<file path="config.mk">
export PLATFORM = sky130hd
export DESIGN_NAME = asf_framer
export DESIGN_NICKNAME = d
export VERILOG_FILES = /design/src/hw/asf_pkg.sv /design/src/hw/asf_fifo.sv /design/src/hw/asf_axil.sv /design/src/hw/asf_framer.sv
export SDC_FILE = /design/constraint.sdc
export NUM_CORES = 1
export LEC_CHECK = 0
export BUFFER_PORTS_ARGS = -buffer_cell sky130_fd_sc_hd__buf_2
export CAP_MARGIN = 20
export CELL_PAD_IN_SITES_DETAIL_PLACEMENT = 0
export CELL_PAD_IN_SITES_GLOBAL_PLACEMENT = 1
export CORE_AREA = 2 2 309 234
export DETAILED_ROUTE_END_ITERATION = 10
export DIE_AREA = 0 0 311 236
export HOLD_SLACK_MARGIN = 0.03
export MAX_ROUTING_LAYER = met4
export PLACE_DENSITY_LB_ADDON = 0.1
export SYNTH_ARGS = -nofsm -noshare
export SYNTH_HDL_FRONTEND = slang
export SYNTH_SLANG_ARGS = --single-unit
export TNS_END_PERCENT = 20
</file>
<file path="constraint.sdc">
create_clock -name aclk -period 3 [get_ports aclk]
set_input_delay 0.6 -clock aclk [delete_from_list [all_inputs] [get_ports aclk]]
set_output_delay 0.6 -clock aclk [all_outputs]
set_load 0.01 [all_outputs]
</file>
<file path="src/hw/asf_pkg.sv">
package asf_pkg;
   // ************************************************************
   // section geometry
   // ************************************************************
   localparam int SECT_LEN = 20;
   localparam logic [5:0] SECT_LEN_CODE = 6'h14;
   localparam logic [1:0] MOD_DIAG_CODE = 2'h0;
   localparam logic ALARM_ID_CODE = 1'b1;
   localparam logic [6:0] TYPE_DIAG = 7'h01;
   localparam logic [6:0] TYPE_PROC = 7'h02;
   localparam logic [1:0] SPEC_PROC = 2'h0;
   localparam logic [1:0] SPEC_INCOMING = 2'h1;
   localparam logic [1:0] SPEC_OUTGOING = 2'h2;
   localparam logic [4:0] SEQ_FIRST = 5'h01;
   localparam logic [4:0] SEQ_LAST = 5'h1F;
   localparam logic [5:0] SLOT_MIN = 6'h01;
   localparam logic [5:0] SLOT_MAX = 6'h20;
   // ************************************************************
   // module class and channel type codes
   // ************************************************************
   localparam logic [3:0] CLASS_DIGITAL = 4'hF;
   localparam logic [3:0] CLASS_ANALOG = 4'h5;
   localparam logic [3:0] CLASS_FUNCTION_MODULE = 4'h8;
   localparam logic [3:0] CLASS_COMMUNICATION_PROCESSOR = 4'hC;
   localparam logic [7:0] CHT_DIG_IN = 8'h70;
   localparam logic [7:0] CHT_ANA_IN = 8'h71;
   localparam logic [7:0] CHT_DIG_OUT = 8'h72;
   localparam logic [7:0] CHT_ANA_OUT = 8'h73;
   localparam logic [7:0] CHT_ANA_INOUT = 8'h74;
   localparam logic [7:0] CHT_COUNTER = 8'h76;
   localparam logic [7:0] LOST_MASK = 8'h40;
   // ************************************************************
   // register map, byte addresses
   // ************************************************************
   localparam logic [5:0] REG_CTRL = 6'h00;
   localparam logic [5:0] REG_HDR = 6'h04;
   localparam logic [5:0] REG_REC0 = 6'h08;
   localparam logic [5:0] REG_CHAN = 6'h0C;
   localparam logic [5:0] REG_GRP_LO = 6'h10;
   localparam logic [5:0] REG_GRP_HI = 6'h14;
   localparam logic [5:0] REG_STAT = 6'h18;
   localparam logic [5:0] REG_PROC = 6'h1C;
   localparam logic [1:0] RESP_OKAY = 2'h0;
   localparam logic [1:0] RESP_SLVERR = 2'h2;
   localparam int FIFO_W = 8;
   localparam int FIFO_D = 8;
endpackage : asf_pkg

</file>
<file path="src/hw/asf_fifo.sv">
`timescale 1ns/100ps
module asf_fifo #(
   parameter int WIDTH = 8,
   parameter int DEPTH = 8
) (
   input wire logic aclk,
   input wire logic aresetn,
   input wire logic [WIDTH-1:0] in_data,
   input wire logic in_valid,
   output logic in_ready,
   output logic [WIDTH-1:0] out_data,
   output logic out_valid,
   input wire logic out_ready
);
   localparam int AW = $clog2(DEPTH);
   logic [WIDTH-1:0] mem [DEPTH];
   logic [AW-1:0] wp_r;
   logic [AW-1:0] rp_r;
   logic [AW:0] cnt_r;
   logic push;
   logic pop;
   // ************************************************************
   // storage and pointers
   // ************************************************************
   assign in_ready = (cnt_r != (AW+1)'(DEPTH));
   assign out_valid = (cnt_r != '0);
   assign out_data = mem[rp_r];
   assign push = in_valid && in_ready;
   assign pop = out_valid && out_ready;
   // write side, no reset on storage to keep it a plain ram
   always_ff @(posedge aclk) begin
      if (push) begin
         mem[wp_r] <= in_data;
      end
   end
   // pointer and fill count
   always_ff @(posedge aclk) begin
      if (!aresetn) begin
         wp_r <= '0;
         rp_r <= '0;
         cnt_r <= '0;
      end else begin
         if (push) begin
            wp_r <= (wp_r == AW'(DEPTH-1)) ? '0 : wp_r + 1'b1;
         end
         if (pop) begin
            rp_r <= (rp_r == AW'(DEPTH-1)) ? '0 : rp_r + 1'b1;
         end
         if (push && !pop) begin
            cnt_r <= cnt_r + 1'b1;
         end else if (pop && !push) begin
            cnt_r <= cnt_r - 1'b1;
         end
      end
   end
endmodule : asf_fifo

</file>
<file path="src/hw/asf_axil.sv">
`timescale 1ns/100ps
module asf_axil (
   input wire logic aclk,
   input wire logic aresetn,
   input wire logic [5:0] s_axi_awaddr,
   input wire logic s_axi_awvalid,
   output logic s_axi_awready,
   input wire logic [31:0] s_axi_wdata,
   input wire logic [3:0] s_axi_wstrb,
   input wire logic s_axi_wvalid,
   output logic s_axi_wready,
   output logic [1:0] s_axi_bresp,
   output logic s_axi_bvalid,
   input wire logic s_axi_bready,
   input wire logic [5:0] s_axi_araddr,
   input wire logic s_axi_arvalid,
   output logic s_axi_arready,
   output logic [31:0] s_axi_rdata,
   output logic [1:0] s_axi_rresp,
   output logic s_axi_rvalid,
   input wire logic s_axi_rready,
   output logic wr_en,
   output logic [5:0] wr_addr,
   output logic [31:0] wr_data,
   output logic [3:0] wr_strb,
   input wire logic wr_ok,
   output logic [5:0] rd_addr,
   input wire logic [31:0] rd_data,
   input wire logic rd_ok
);
   logic aw_hold_r;
   logic w_hold_r;
   // ************************************************************
   // write channel: address and data taken in either order
   // ************************************************************
   assign s_axi_awready = !aw_hold_r && !s_axi_bvalid;
   assign s_axi_wready = !w_hold_r && !s_axi_bvalid;
   assign wr_en = aw_hold_r && w_hold_r;
   always_ff @(posedge aclk) begin
      if (!aresetn) begin
         aw_hold_r <= 1'b0;
         w_hold_r <= 1'b0;
         wr_addr <= '0;
         wr_data <= '0;
         wr_strb <= '0;
         s_axi_bvalid <= 1'b0;
         s_axi_bresp <= '0;
      end else begin
         if (s_axi_awvalid && s_axi_awready) begin
            aw_hold_r <= 1'b1;
            wr_addr <= s_axi_awaddr;
         end
         if (s_axi_wvalid && s_axi_wready) begin
            w_hold_r <= 1'b1;
            wr_data <= s_axi_wdata;
            wr_strb <= s_axi_wstrb;
         end
         if (wr_en) begin
            aw_hold_r <= 1'b0;
            w_hold_r <= 1'b0;
            s_axi_bvalid <= 1'b1;
            s_axi_bresp <= wr_ok ? asf_pkg::RESP_OKAY : asf_pkg::RESP_SLVERR;
         end else if (s_axi_bready) begin
            s_axi_bvalid <= 1'b0;
         end
      end
   end
   // ************************************************************
   // read channel: one cycle to answer
   // ************************************************************
   assign s_axi_arready = !s_axi_rvalid;
   assign rd_addr = s_axi_araddr;
   always_ff @(posedge aclk) begin
      if (!aresetn) begin
         s_axi_rvalid <= 1'b0;
         s_axi_rdata <= '0;
         s_axi_rresp <= '0;
      end else if (s_axi_arvalid && s_axi_arready) begin
         s_axi_rvalid <= 1'b1;
         s_axi_rdata <= rd_data;
         s_axi_rresp <= rd_ok ? asf_pkg::RESP_OKAY : asf_pkg::RESP_SLVERR;
      end else if (s_axi_rready) begin
         s_axi_rvalid <= 1'b0;
      end
   end
endmodule : asf_axil

</file>
<file path="src/hw/asf_framer.sv">
`timescale 1ns/100ps
// Summary of operation
// byte 0: length 010100 in bits 5..0, module diagnostic code in 7..6
// byte 1 bits 6..0: type 0000001 diagnostic, 0000010 process
// byte 1 bit 7 carries the interrupt identifying code
// byte 2 holds slot number 1 to 32 of the raising module
// byte 3 bits 1..0 specifier 00 process, 01 incoming, 10 outgoing; never 11
// byte 3 bit 2 is zero, bits 7..3 sequence number 1 to 32
// sequence advances per issued section, wraps to 1 after 32
// group 0 events are emitted even when group 0 diagnostics disabled
// byte 4: eight module error flags, bit 0 to bit 7
// byte 5 bits 3..0 module class code
// byte 5 bit 4 channel info, bit 5 user info, bits 7..6 zero
// byte 6: seven module status flags, bit 7 zero
// byte 7: only bit 6, process interrupt lost; others reserved zero
// byte 8: channel type code 70h to 76h
// byte 9 channel diagnostic length, byte 10 channel count
// bytes 12 to 19: one event byte per channel group 0 to 7
// process interrupt: bytes 4 to 7 carry module process alarm data
// one section per frame, placed last, at most twenty bytes
module asf_framer (
   input wire logic aclk,
   input wire logic aresetn,
   input wire logic [5:0] s_axi_awaddr,
   input wire logic s_axi_awvalid,
   output logic s_axi_awready,
   input wire logic [31:0] s_axi_wdata,
   input wire logic [3:0] s_axi_wstrb,
   input wire logic s_axi_wvalid,
   output logic s_axi_wready,
   output logic [1:0] s_axi_bresp,
   output logic s_axi_bvalid,
   input wire logic s_axi_bready,
   input wire logic [5:0] s_axi_araddr,
   input wire logic s_axi_arvalid,
   output logic s_axi_arready,
   output logic [31:0] s_axi_rdata,
   output logic [1:0] s_axi_rresp,
   output logic s_axi_rvalid,
   input wire logic s_axi_rready,
   output logic [7:0] sect_data,
   output logic sect_valid,
   output logic sect_last,
   input wire logic sect_ready
);
   typedef enum logic [1:0] {ASF_IDLE, ASF_FILL, ASF_DRAIN} asf_state_t;
   // ************************************************************
   // register file
   // ************************************************************
   logic wr_en;
   logic [5:0] wr_addr;
   logic [31:0] wr_data;
   logic [3:0] wr_strb;
   logic wr_ok;
   logic [5:0] rd_addr;
   logic [31:0] rd_data;
   logic rd_ok;
   logic [31:0] hdr_r;
   logic [31:0] rec0_r;
   logic [31:0] chan_r;
   logic [31:0] grp_lo_r;
   logic [31:0] grp_hi_r;
   logic [31:0] proc_r;
   logic [7:0] grp_en_r;
   logic [4:0] seq_r;
   logic [7:0] issued_r;
   logic [7:0] dropped_r;
   logic bad_r;
   logic start;
   logic [31:0] wmask;
   asf_state_t state_r;
   logic [4:0] idx_r;
   logic [7:0] byte_nxt;
   logic fifo_in_ready;
   logic [7:0] fifo_out;
   logic fifo_out_valid;
   logic [4:0] fifo_cnt_r;
   logic is_diag;
   logic [1:0] spec;
   logic [5:0] slot;
   logic [7:0] grp_byte;
   logic [2:0] grp_sel;
   asf_axil u_axil (
      .aclk(aclk),
      .aresetn(aresetn),
      .s_axi_awaddr(s_axi_awaddr),
      .s_axi_awvalid(s_axi_awvalid),
      .s_axi_awready(s_axi_awready),
      .s_axi_wdata(s_axi_wdata),
      .s_axi_wstrb(s_axi_wstrb),
      .s_axi_wvalid(s_axi_wvalid),
      .s_axi_wready(s_axi_wready),
      .s_axi_bresp(s_axi_bresp),
      .s_axi_bvalid(s_axi_bvalid),
      .s_axi_bready(s_axi_bready),
      .s_axi_araddr(s_axi_araddr),
      .s_axi_arvalid(s_axi_arvalid),
      .s_axi_arready(s_axi_arready),
      .s_axi_rdata(s_axi_rdata),
      .s_axi_rresp(s_axi_rresp),
      .s_axi_rvalid(s_axi_rvalid),
      .s_axi_rready(s_axi_rready),
      .wr_en(wr_en),
      .wr_addr(wr_addr),
      .wr_data(wr_data),
      .wr_strb(wr_strb),
      .wr_ok(wr_ok),
      .rd_addr(rd_addr),
      .rd_data(rd_data),
      .rd_ok(rd_ok)
   );
   // byte lanes to bit mask
   always_comb begin
      for (int i = 0; i < 4; i++) begin
         wmask[i*8 +: 8] = {8{wr_strb[i]}};
      end
   end
   assign wr_ok = (wr_addr <= asf_pkg::REG_PROC) && (wr_addr[1:0] == 2'h0) && (wr_addr != asf_pkg::REG_STAT);
   assign rd_ok = (rd_addr <= asf_pkg::REG_PROC) && (rd_addr[1:0] == 2'h0);
   // a start request while busy is counted as dropped, one section per frame
   assign start = wr_en && (wr_addr == asf_pkg::REG_CTRL) && wr_strb[0] && wr_data[0];
   // ************************************************************
   // software-written fields
   // ************************************************************
   always_ff @(posedge aclk) begin
      if (!aresetn) begin
         hdr_r <= '0;
         rec0_r <= '0;
         chan_r <= '0;
         grp_lo_r <= '0;
         grp_hi_r <= '0;
         proc_r <= '0;
         grp_en_r <= '0;
      end else if (wr_en) begin
         case (wr_addr)
            asf_pkg::REG_CTRL: grp_en_r <= wr_strb[1] ? wr_data[15:8] : grp_en_r;
            asf_pkg::REG_HDR: hdr_r <= (hdr_r & ~wmask) | (wr_data & wmask);
            asf_pkg::REG_REC0: rec0_r <= (rec0_r & ~wmask) | (wr_data & wmask);
            asf_pkg::REG_CHAN: chan_r <= (chan_r & ~wmask) | (wr_data & wmask);
            asf_pkg::REG_GRP_LO: grp_lo_r <= (grp_lo_r & ~wmask) | (wr_data & wmask);
            asf_pkg::REG_GRP_HI: grp_hi_r <= (grp_hi_r & ~wmask) | (wr_data & wmask);
            asf_pkg::REG_PROC: proc_r <= (proc_r & ~wmask) | (wr_data & wmask);
            default: ;
         endcase
      end
   end
   // readback: status shows engine state, sequence and counters
   always_comb begin
      case (rd_addr)
         asf_pkg::REG_CTRL: rd_data = {16'h0000, grp_en_r, 7'h00, (state_r != ASF_IDLE)};
         asf_pkg::REG_HDR: rd_data = hdr_r;
         asf_pkg::REG_REC0: rd_data = rec0_r;
         asf_pkg::REG_CHAN: rd_data = chan_r;
         asf_pkg::REG_GRP_LO: rd_data = grp_lo_r;
         asf_pkg::REG_GRP_HI: rd_data = grp_hi_r;
         asf_pkg::REG_STAT: rd_data = {dropped_r, issued_r, 2'h0, bad_r, seq_r, 6'h00, state_r};
         asf_pkg::REG_PROC: rd_data = proc_r;
         default: rd_data = '0;
      endcase
   end
   // ************************************************************
   // byte assembly
   // ************************************************************
   assign is_diag = hdr_r[0];
   assign spec = is_diag ? (hdr_r[1] ? asf_pkg::SPEC_OUTGOING : asf_pkg::SPEC_INCOMING) : asf_pkg::SPEC_PROC;
   assign slot = hdr_r[13:8];
   assign grp_sel = 3'(idx_r - 5'd12);
   // group 0 passes regardless of its enable; a module error may hide there
   always_comb begin
      grp_byte = grp_sel[2] ? grp_hi_r[grp_sel[1:0]*8 +: 8] : grp_lo_r[grp_sel[1:0]*8 +: 8];
      if (grp_sel != 3'h0 && !grp_en_r[grp_sel]) begin
         grp_byte = 8'h00;
      end
   end
   always_comb begin
      case (idx_r)
         5'd0: byte_nxt = {asf_pkg::MOD_DIAG_CODE, asf_pkg::SECT_LEN_CODE};
         5'd1: byte_nxt = {asf_pkg::ALARM_ID_CODE, is_diag ? asf_pkg::TYPE_DIAG : asf_pkg::TYPE_PROC};
         5'd2: byte_nxt = {2'b00, slot};
         5'd3: byte_nxt = {seq_r, 1'b0, spec};
         5'd4: byte_nxt = is_diag ? rec0_r[7:0] : proc_r[7:0];
         5'd5: byte_nxt = is_diag ? {2'b00, rec0_r[13:12], rec0_r[11:8]} : proc_r[15:8];
         5'd6: byte_nxt = is_diag ? {1'b0, rec0_r[22:16]} : proc_r[23:16];
         5'd7: byte_nxt = is_diag ? (rec0_r[31:24] & asf_pkg::LOST_MASK) : proc_r[31:24];
         5'd8: byte_nxt = chan_r[7:0];
         5'd9: byte_nxt = chan_r[15:8];
         5'd10: byte_nxt = chan_r[23:16];
         5'd11: byte_nxt = chan_r[31:24];
         default: byte_nxt = grp_byte;
      endcase
   end
   // ************************************************************
   // section engine: twenty bytes into the fifo, then drain
   // ************************************************************
   always_ff @(posedge aclk) begin
      if (!aresetn) begin
         state_r <= ASF_IDLE;
         idx_r <= '0;
         bad_r <= 1'b0;
      end else begin
         case (state_r)
            ASF_IDLE: begin
               // slot outside 1..32 refuses the start rather than emit garbage
               if (start) begin
                  bad_r <= (slot < asf_pkg::SLOT_MIN) || (slot > asf_pkg::SLOT_MAX);
                  if ((slot >= asf_pkg::SLOT_MIN) && (slot <= asf_pkg::SLOT_MAX)) begin
                     state_r <= ASF_FILL;
                     idx_r <= '0;
                  end
               end
            end
            ASF_FILL: begin
               if (fifo_in_ready) begin
                  idx_r <= idx_r + 5'd1;
                  if (idx_r == 5'(asf_pkg::SECT_LEN - 1)) begin
                     state_r <= ASF_DRAIN;
                  end
               end
            end
            ASF_DRAIN: begin
               if (sect_valid && sect_ready && sect_last) begin
                  state_r <= ASF_IDLE;
               end
            end
            default: state_r <= ASF_IDLE;
         endcase
      end
   end
   // sequence number and counters
   always_ff @(posedge aclk) begin
      if (!aresetn) begin
         seq_r <= asf_pkg::SEQ_FIRST;
         issued_r <= '0;
         dropped_r <= '0;
      end else begin
         // wraps 32 -> 1; 32 is encoded as 0 in five bits
         if (state_r == ASF_DRAIN && sect_valid && sect_ready && sect_last) begin
            seq_r <= (seq_r == 5'h00) ? asf_pkg::SEQ_FIRST : ((seq_r == asf_pkg::SEQ_LAST) ? 5'h00 : seq_r + 5'd1);
            issued_r <= issued_r + 8'd1;
         end
         if (start && state_r != ASF_IDLE) begin
            dropped_r <= dropped_r + 8'd1;
         end
      end
   end
   asf_fifo #(
      .WIDTH(asf_pkg::FIFO_W),
      .DEPTH(asf_pkg::FIFO_D)
   ) u_fifo (
      .aclk(aclk),
      .aresetn(aresetn),
      .in_data(byte_nxt),
      .in_valid(state_r == ASF_FILL),
      .in_ready(fifo_in_ready),
      .out_data(fifo_out),
      .out_valid(fifo_out_valid),
      .out_ready(!sect_valid || sect_ready)
   );
   // ************************************************************
   // output register stage
   // ************************************************************
   always_ff @(posedge aclk) begin
      if (!aresetn) begin
         sect_valid <= 1'b0;
         sect_data <= '0;
         sect_last <= 1'b0;
         fifo_cnt_r <= '0;
      end else if (!sect_valid || sect_ready) begin
         sect_valid <= fifo_out_valid;
         sect_data <= fifo_out;
         if (fifo_out_valid) begin
            sect_last <= (fifo_cnt_r == 5'(asf_pkg::SECT_LEN - 1));
            fifo_cnt_r <= (fifo_cnt_r == 5'(asf_pkg::SECT_LEN - 1)) ? 5'd0 : fifo_cnt_r + 5'd1;
         end else begin
            sect_last <= 1'b0;
         end
      end
   end
endmodule : asf_framer

</file>
==> results of run 1 <==
[final cells by class]
cell class / count / area (sq um) / share of cell area [%]
multi-input combinational: 1351 / 8279 / 39.56
tap: 957 / 1197 / 5.722
clock inverter: 9 / 93.84 / 0.4484
timing repair buffer: 178 / 1289 / 6.158
clock buffer: 68 / 1388 / 6.631
sequential: 398 / 8612 / 41.15
inverter: 16 / 67.56 / 0.3229
[layer usage]
layer  vias to the layer above  global-route usage [%]
li1                       7155                       -
met1                      7708                   31.84
met2                       441                   29.06
met3                        73                   2.813
met4                         0                   3.601
met5                         -                       -
[stage by stage]
stage / area [sq um] / power (mW) / util [%]
after detailed placement: 19440 / 6.954 / 27.44
after CTS: 20920 / 12.70 / 29.54
final: 20930 / 12.50 / 29.54
after global routing: 20930 / 13.04 / 29.54
after floorplan: 17470 / 6.519 / -
after global placement: 19440 / 6.958 / 27.44
[worst paths after layout]
path,end,cells after the start
worst min register to register,flip-flop,2
worst max-delay path,u_fifo.mem[7][2],7
worst min-delay path,u_axil.s_axi_rvalid,2
worst max register to register,u_fifo.mem[7][2],7
[placed cells by master (no fill, tap or decap), types with 13 or more instances in the layout]
cell type  synthesis  layout
a22o_1            37      37
mux4_2            33      33
inv_1             13      13
nor3_1            17      17
buf_12             0      17
a211oi_1          13      13
edfxtp_1          64      64
a222oi_1          22      22
clkbuf_16          0      49
mux2i_1           63      63
buf_2              4     104
o21ai_0           15      15
buf_4              2      57
a22oi_1           89      89
a21oi_1          242     242
nor2_1           111      99
ha_1              17      17
nand3_1          218     218
nand2_1          312     312
dfxtp_1          334     331
[cell families after synthesis]
logic type | Yosys count | share of synthesized area [%]
adders and majority gates | 18 | 1.333
DFF | 398 | 49.30
AOI/OAI and AO/OA | 460 | 16.88
other | 1 | 0.02148
and+or+nand+nor | 752 | 19.70
muxes | 100 | 8.125
xor gates and xnor gates | 19 | 0.9530
buffers and inverters | 166 | 3.683
[power groups by stage]
stage | clock network, mW | registers, mW | logic, mW
final | 5.69 | 5.75 | 1.07
after global routing | 6.05 | 5.77 | 1.21
after CTS | 5.86 | 5.75 | 1.09
after detailed placement | 0 | 5.87 | 1.09
after global placement | 0 | 5.86 | 1.09
after floorplan | 0 | 5.77 | 0.749
==> flow_summary.toml, run 1 <==
[worst_setup_path]
worst_setup_path_end_kind = "flip-flop"
crit_slowest_cell = "dfxtp_1"
path_max_fanout = 8
cpMostUsedCell = "buf_4"
startpoint_type = "flip-flop"
rr_startpoint = "idx_r[0]"
required_ns = 3.32
cp_data_arrival_time_ns = 3.13
crit_family = "compound AO/OA/AOI/OAI gates"
cp_cell_sequence = "inv_1 -> ha_1 -> buf_4 -> nor3b_1 -> a221oi_1 -> o2111ai_1 -> buf_4"
max_stage_delay_ns = 0.52
critPathBufInv = 3
crit_type = "flip-flop to flip-flop"
rrSetupSlack_ns = 0.19
crit_path_start = "idx_r[0]"

[timing]
period_share_pct = 93.60
fin_tns_setup_ns = 0
period_needed_ns = 2.808
fmaxAchievable_mhz = 356.1
hold_ws_ns = 0.2069
rsz0062_at_grt = "no"
hold_viol = 0
slew_headroom_pct = 43.09
finClkSkew_ns = 0.01841
setup_violations = 0
tightestPinTransition_ns = 0.8537
maxSlewViolCount = 0
setup_slack_ns = 0.1919

[flow_run]
maxCapViolCount = 0

[cells_and_area]
syn_to_final_growth_pct = 19.84
drive_above_1_share_pct = 15.64
num_antenna_cells = 0
layout.nets = 2065
filler_cell_count = 7481
fin_cells = 2977

[placed_design]
gp_congestion = 0.9470
dp.cells = 2900
dp_slack_ns = 0.2875
post-dp-hpwl_um = 53170
io_buffers = 104

[yosys]
netlist_instances = 1914
synth-edff-count = 64
yosysMostFrequentCell = "dfxtp_1"
async_flop_share_pct = 0
yosys.cell_types.count = 69
syn_avg_cell_area_sq_um = 9.123
synth_seq_cells = 398
ys.flop_type = "dfxtp_1"
ys_top_cells_by_area = "dfxtp_1 (38%), edfxtp_1 (11%), a21oi_1 (6.9%)"
ys_seq_area_share_pct = 49.30
synth_commonest_cells = "dfxtp_1 (334), nand2_1 (312), a21oi_1 (242)"
synth.top_cell.area_share_pct = 38.29
yosysTopAreaCell = "dfxtp_1"
yosysWarnings = 0
synth_area_sq_um = 17460

[floorplan]
die_w_um = 311
fp.dieH_um = 236
io_pins = 107
start_util_pct = 24.65
die-area_sq_um = 73400
coreArea_sq_um = 70830
rows = 85

[cts]
tritoncts = "done"
cts_buffer_depth = 3
clkTransAtPathRegs_ns = 0.07
cts_setup_buffers = 0
clk_latency_ns = 0.58
cts_sinks = 398
post_cts_resized = 0
cts_root_buf = "clkbuf_16"
htreeDepth = 2
cts_hold_buf = 0
cts_buffers = 46

[detailed_routing]
vias = 15380
drc = 0
wirelength_um = 75430
ant_nets = 0
m1WireLength_um = 39500
drtPass1Iterations = 5
wl_met3_um = 3839
vias_per_cell = 5.165
first_iter_violations = 1649
routed-wl-met2_um = 31120
dr.max_layer_used = "met4"
wl_per_cell_um = 25.34

[global_routing]
grt_max_degree = 144
grt_util_all_layers_pct = 20.84
grt_pass1_vias = 15030
grt_overflow = 0
antenna_found_initial = 0
grt_pass1_wl_um = 110400

[hold_path]
hp-start = "s_axi_rready"
hold_path.class = "primary input to flip-flop"

[power_and_ir_drop]
power.switching_fraction_pct = 25.48
powerDensity_nw_per_um2 = 597.5
intPower_mw = 9.319
p_seq_share_pct = 46.0
peakVddDrop_mv = 0.3891
comb_power_share_pct = 8.6
p_clk_share_pct = 45.5
leakage_nw = 7.179
p_switching_mw = 3.186

[outcome]
outcome = "complete, no violations"
(Power assumes the default switching activity.)
==> run 2, diff against run 1 <==
Settings changed: RECOVER_POWER set to 25.
==> flow_summary.toml, run 2 (same netlist as run 1, synthesis figures left out) <==
[cts]
cts_buffers = 46
cts_sinks = 398
post_cts_resized = 0
htreeDepth = 2
clkTransAtPathRegs_ns = 0.07
cts_buffer_depth = 3
cts_root_buf = "clkbuf_16"
cts_hold_buf = 0
clk_latency_ns = 0.58
cts_setup_buffers = 0
tritoncts = "done"

[cells_and_area]
layout_common_cells = "dfxtp_1 (331), nand2_1 (312), a21oi_1 (242)"
final_area_sq_um = 20840
final_common_cell = "dfxtp_1"
num_antenna_cells = 0
layout.nets = 2065
syn_to_final_growth_pct = 19.34
fin_cells = 2977
post-route-util_pct = 29.42
drive_above_1_share_pct = 13.22

[timing]
tightestPinTransition_ns = 1.779
hold_viol = 0
slew_headroom_pct = -18.57
rsz0062_at_grt = "no"
period_share_pct = 94.10
fmaxAchievable_mhz = 354.2
finClkSkew_ns = 0.01780
fin_tns_setup_ns = 0
maxSlewViolCount = 138
period_needed_ns = 2.823
setup_violations = 0

[detailed_routing]
vias = 15400
drtPass1Iterations = 8
first_iter_violations = 1613
wirelength_um = 75520
drc = 0
ant_nets = 0
vias_per_cell = 5.173
wl_per_cell_um = 25.37

[placed_design]
io_buffers = 104
post-dp-hpwl_um = 53170
dp.cells = 2900
gp_congestion = 0.9470
dpl_cell_area_sq_um = 19440

[worst_setup_path]
crit_type = "flip-flop to flip-flop"
worst_setup_path_end_kind = "flip-flop"
cp_data_arrival_time_ns = 3.14
rr_startpoint = "idx_r[0]"
worst_r2r_path_depth = 7
crit_end = "u_fifo.mem[2][2]"
rrSetupSlack_ns = 0.18
required_ns = 3.32
startpoint_type = "flip-flop"
r2r_end = "u_fifo.mem[2][2]"
path_max_fanout = 8
crit_path_start = "idx_r[0]"

[outcome]
outcome = "finished, violations left"
failed_checks = "max-capacitance violations, max-slew violations"

[power_and_ir_drop]
leakage_nw = 6.973
power.switching_fraction_pct = 25.51
p_switching_mw = 3.184
p_seq_share_pct = 46.1
intPower_mw = 9.297
total_power_mw = 12.48
peakVddDrop_mv = 0.3879
comb_power_share_pct = 8.4
p_clk_share_pct = 45.5
powerDensity_nw_per_um2 = 599.0

[global_routing]
grt_pass1_wl_um = 110400
grt_util_all_layers_pct = 20.84
grt_max_degree = 144
grt_overflow = 0
grt_pass1_vias = 15030
antenna_found_initial = 0

[floorplan]
io_pins = 107
die-area_sq_um = 73400
fp.dieH_um = 236
start_util_pct = 24.65
die_w_um = 311
rows = 85
coreArea_sq_um = 70830

[flow_run]
maxCapViolCount = 1

[hold_path]
hold_path.class = "primary input to flip-flop"
run 2: cell count changes in the layout (fill, tap and decap cells not counted):
cell,change
inv_8,-1
buf_12,-1
clkbuf_4,+1
clkbuf_2,+2
clkbuf_1,+48
buf_4,-3
inv_1,+1
buf_2,-47
run 2: metal layers:
layer	track usage, %	up-vias	share of wire, %
li1	-	7148	-
met1	31.84	7724	52
met2	29.06	456	41
met3	2.813	73	5.0
met4	3.601	0	1.3
met5	-	-	0
run 2: how the worst min path moves through the flow:
stage	end	slack (ns)	start	cells after the start
2_1_floorplan	flip-flop	0.43	flip-flop	2
3_3_place_gp	flip-flop	0.44	flip-flop	2
3_5_place_dp	flip-flop	0.45	flip-flop	2
4_1_cts	u_axil.s_axi_rvalid	0.16	s_axi_rready	2
5_1_grt	u_axil.s_axi_rvalid	0.19	s_axi_rready	2
6_report	u_axil.s_axi_rvalid	0.21	s_axi_rready	2
run 2: final cells by class:
class,count,area [sq um]
Fill cell,7505,49990
Sequential cell,398,8612
Multi-Input combinational cell,1351,8279
Clock buffer,68,1388
Timing Repair Buffer,178,1209
Tap cell,957,1197
Clock inverter,9,93.84
Inverter,16,60.06
run 2: power groups by stage:
stage | clock (mW) | sequential (mW) | combinational, mW
4_1_cts | 5.86 | 5.75 | 1.09
3_5_place_dp | 0 | 5.87 | 1.09
5_1_grt | 6.05 | 5.77 | 1.19
6_report | 5.68 | 5.75 | 1.05
3_3_place_gp | 0 | 5.86 | 1.09
2_1_floorplan | 0 | 5.77 | 0.749
run 2: worst max-delay path, stage by stage, from the launching register on:
cell,delay (ns)
dfxtp_1,0.52
inv_1,0.14
ha_1,0.34
buf_4,0.22
nor3b_1,0.13
a221oi_1,0.53
o2111ai_1,0.39
buf_4,0.28
run 2: per-stage QoR:
| stage | setup WS (ns) | hold slack [ns] |
|---|---|---|
| detailed placement | 0.2875 | 0.4464 |
| global route | 0.06447 | 0.1917 |
| floorplan | 0.1678 | 0.4316 |
| CTS | 0.2636 | 0.1590 |
| global placement | 0.2554 | 0.4425 |
| finish | 0.1770 | 0.2101 |
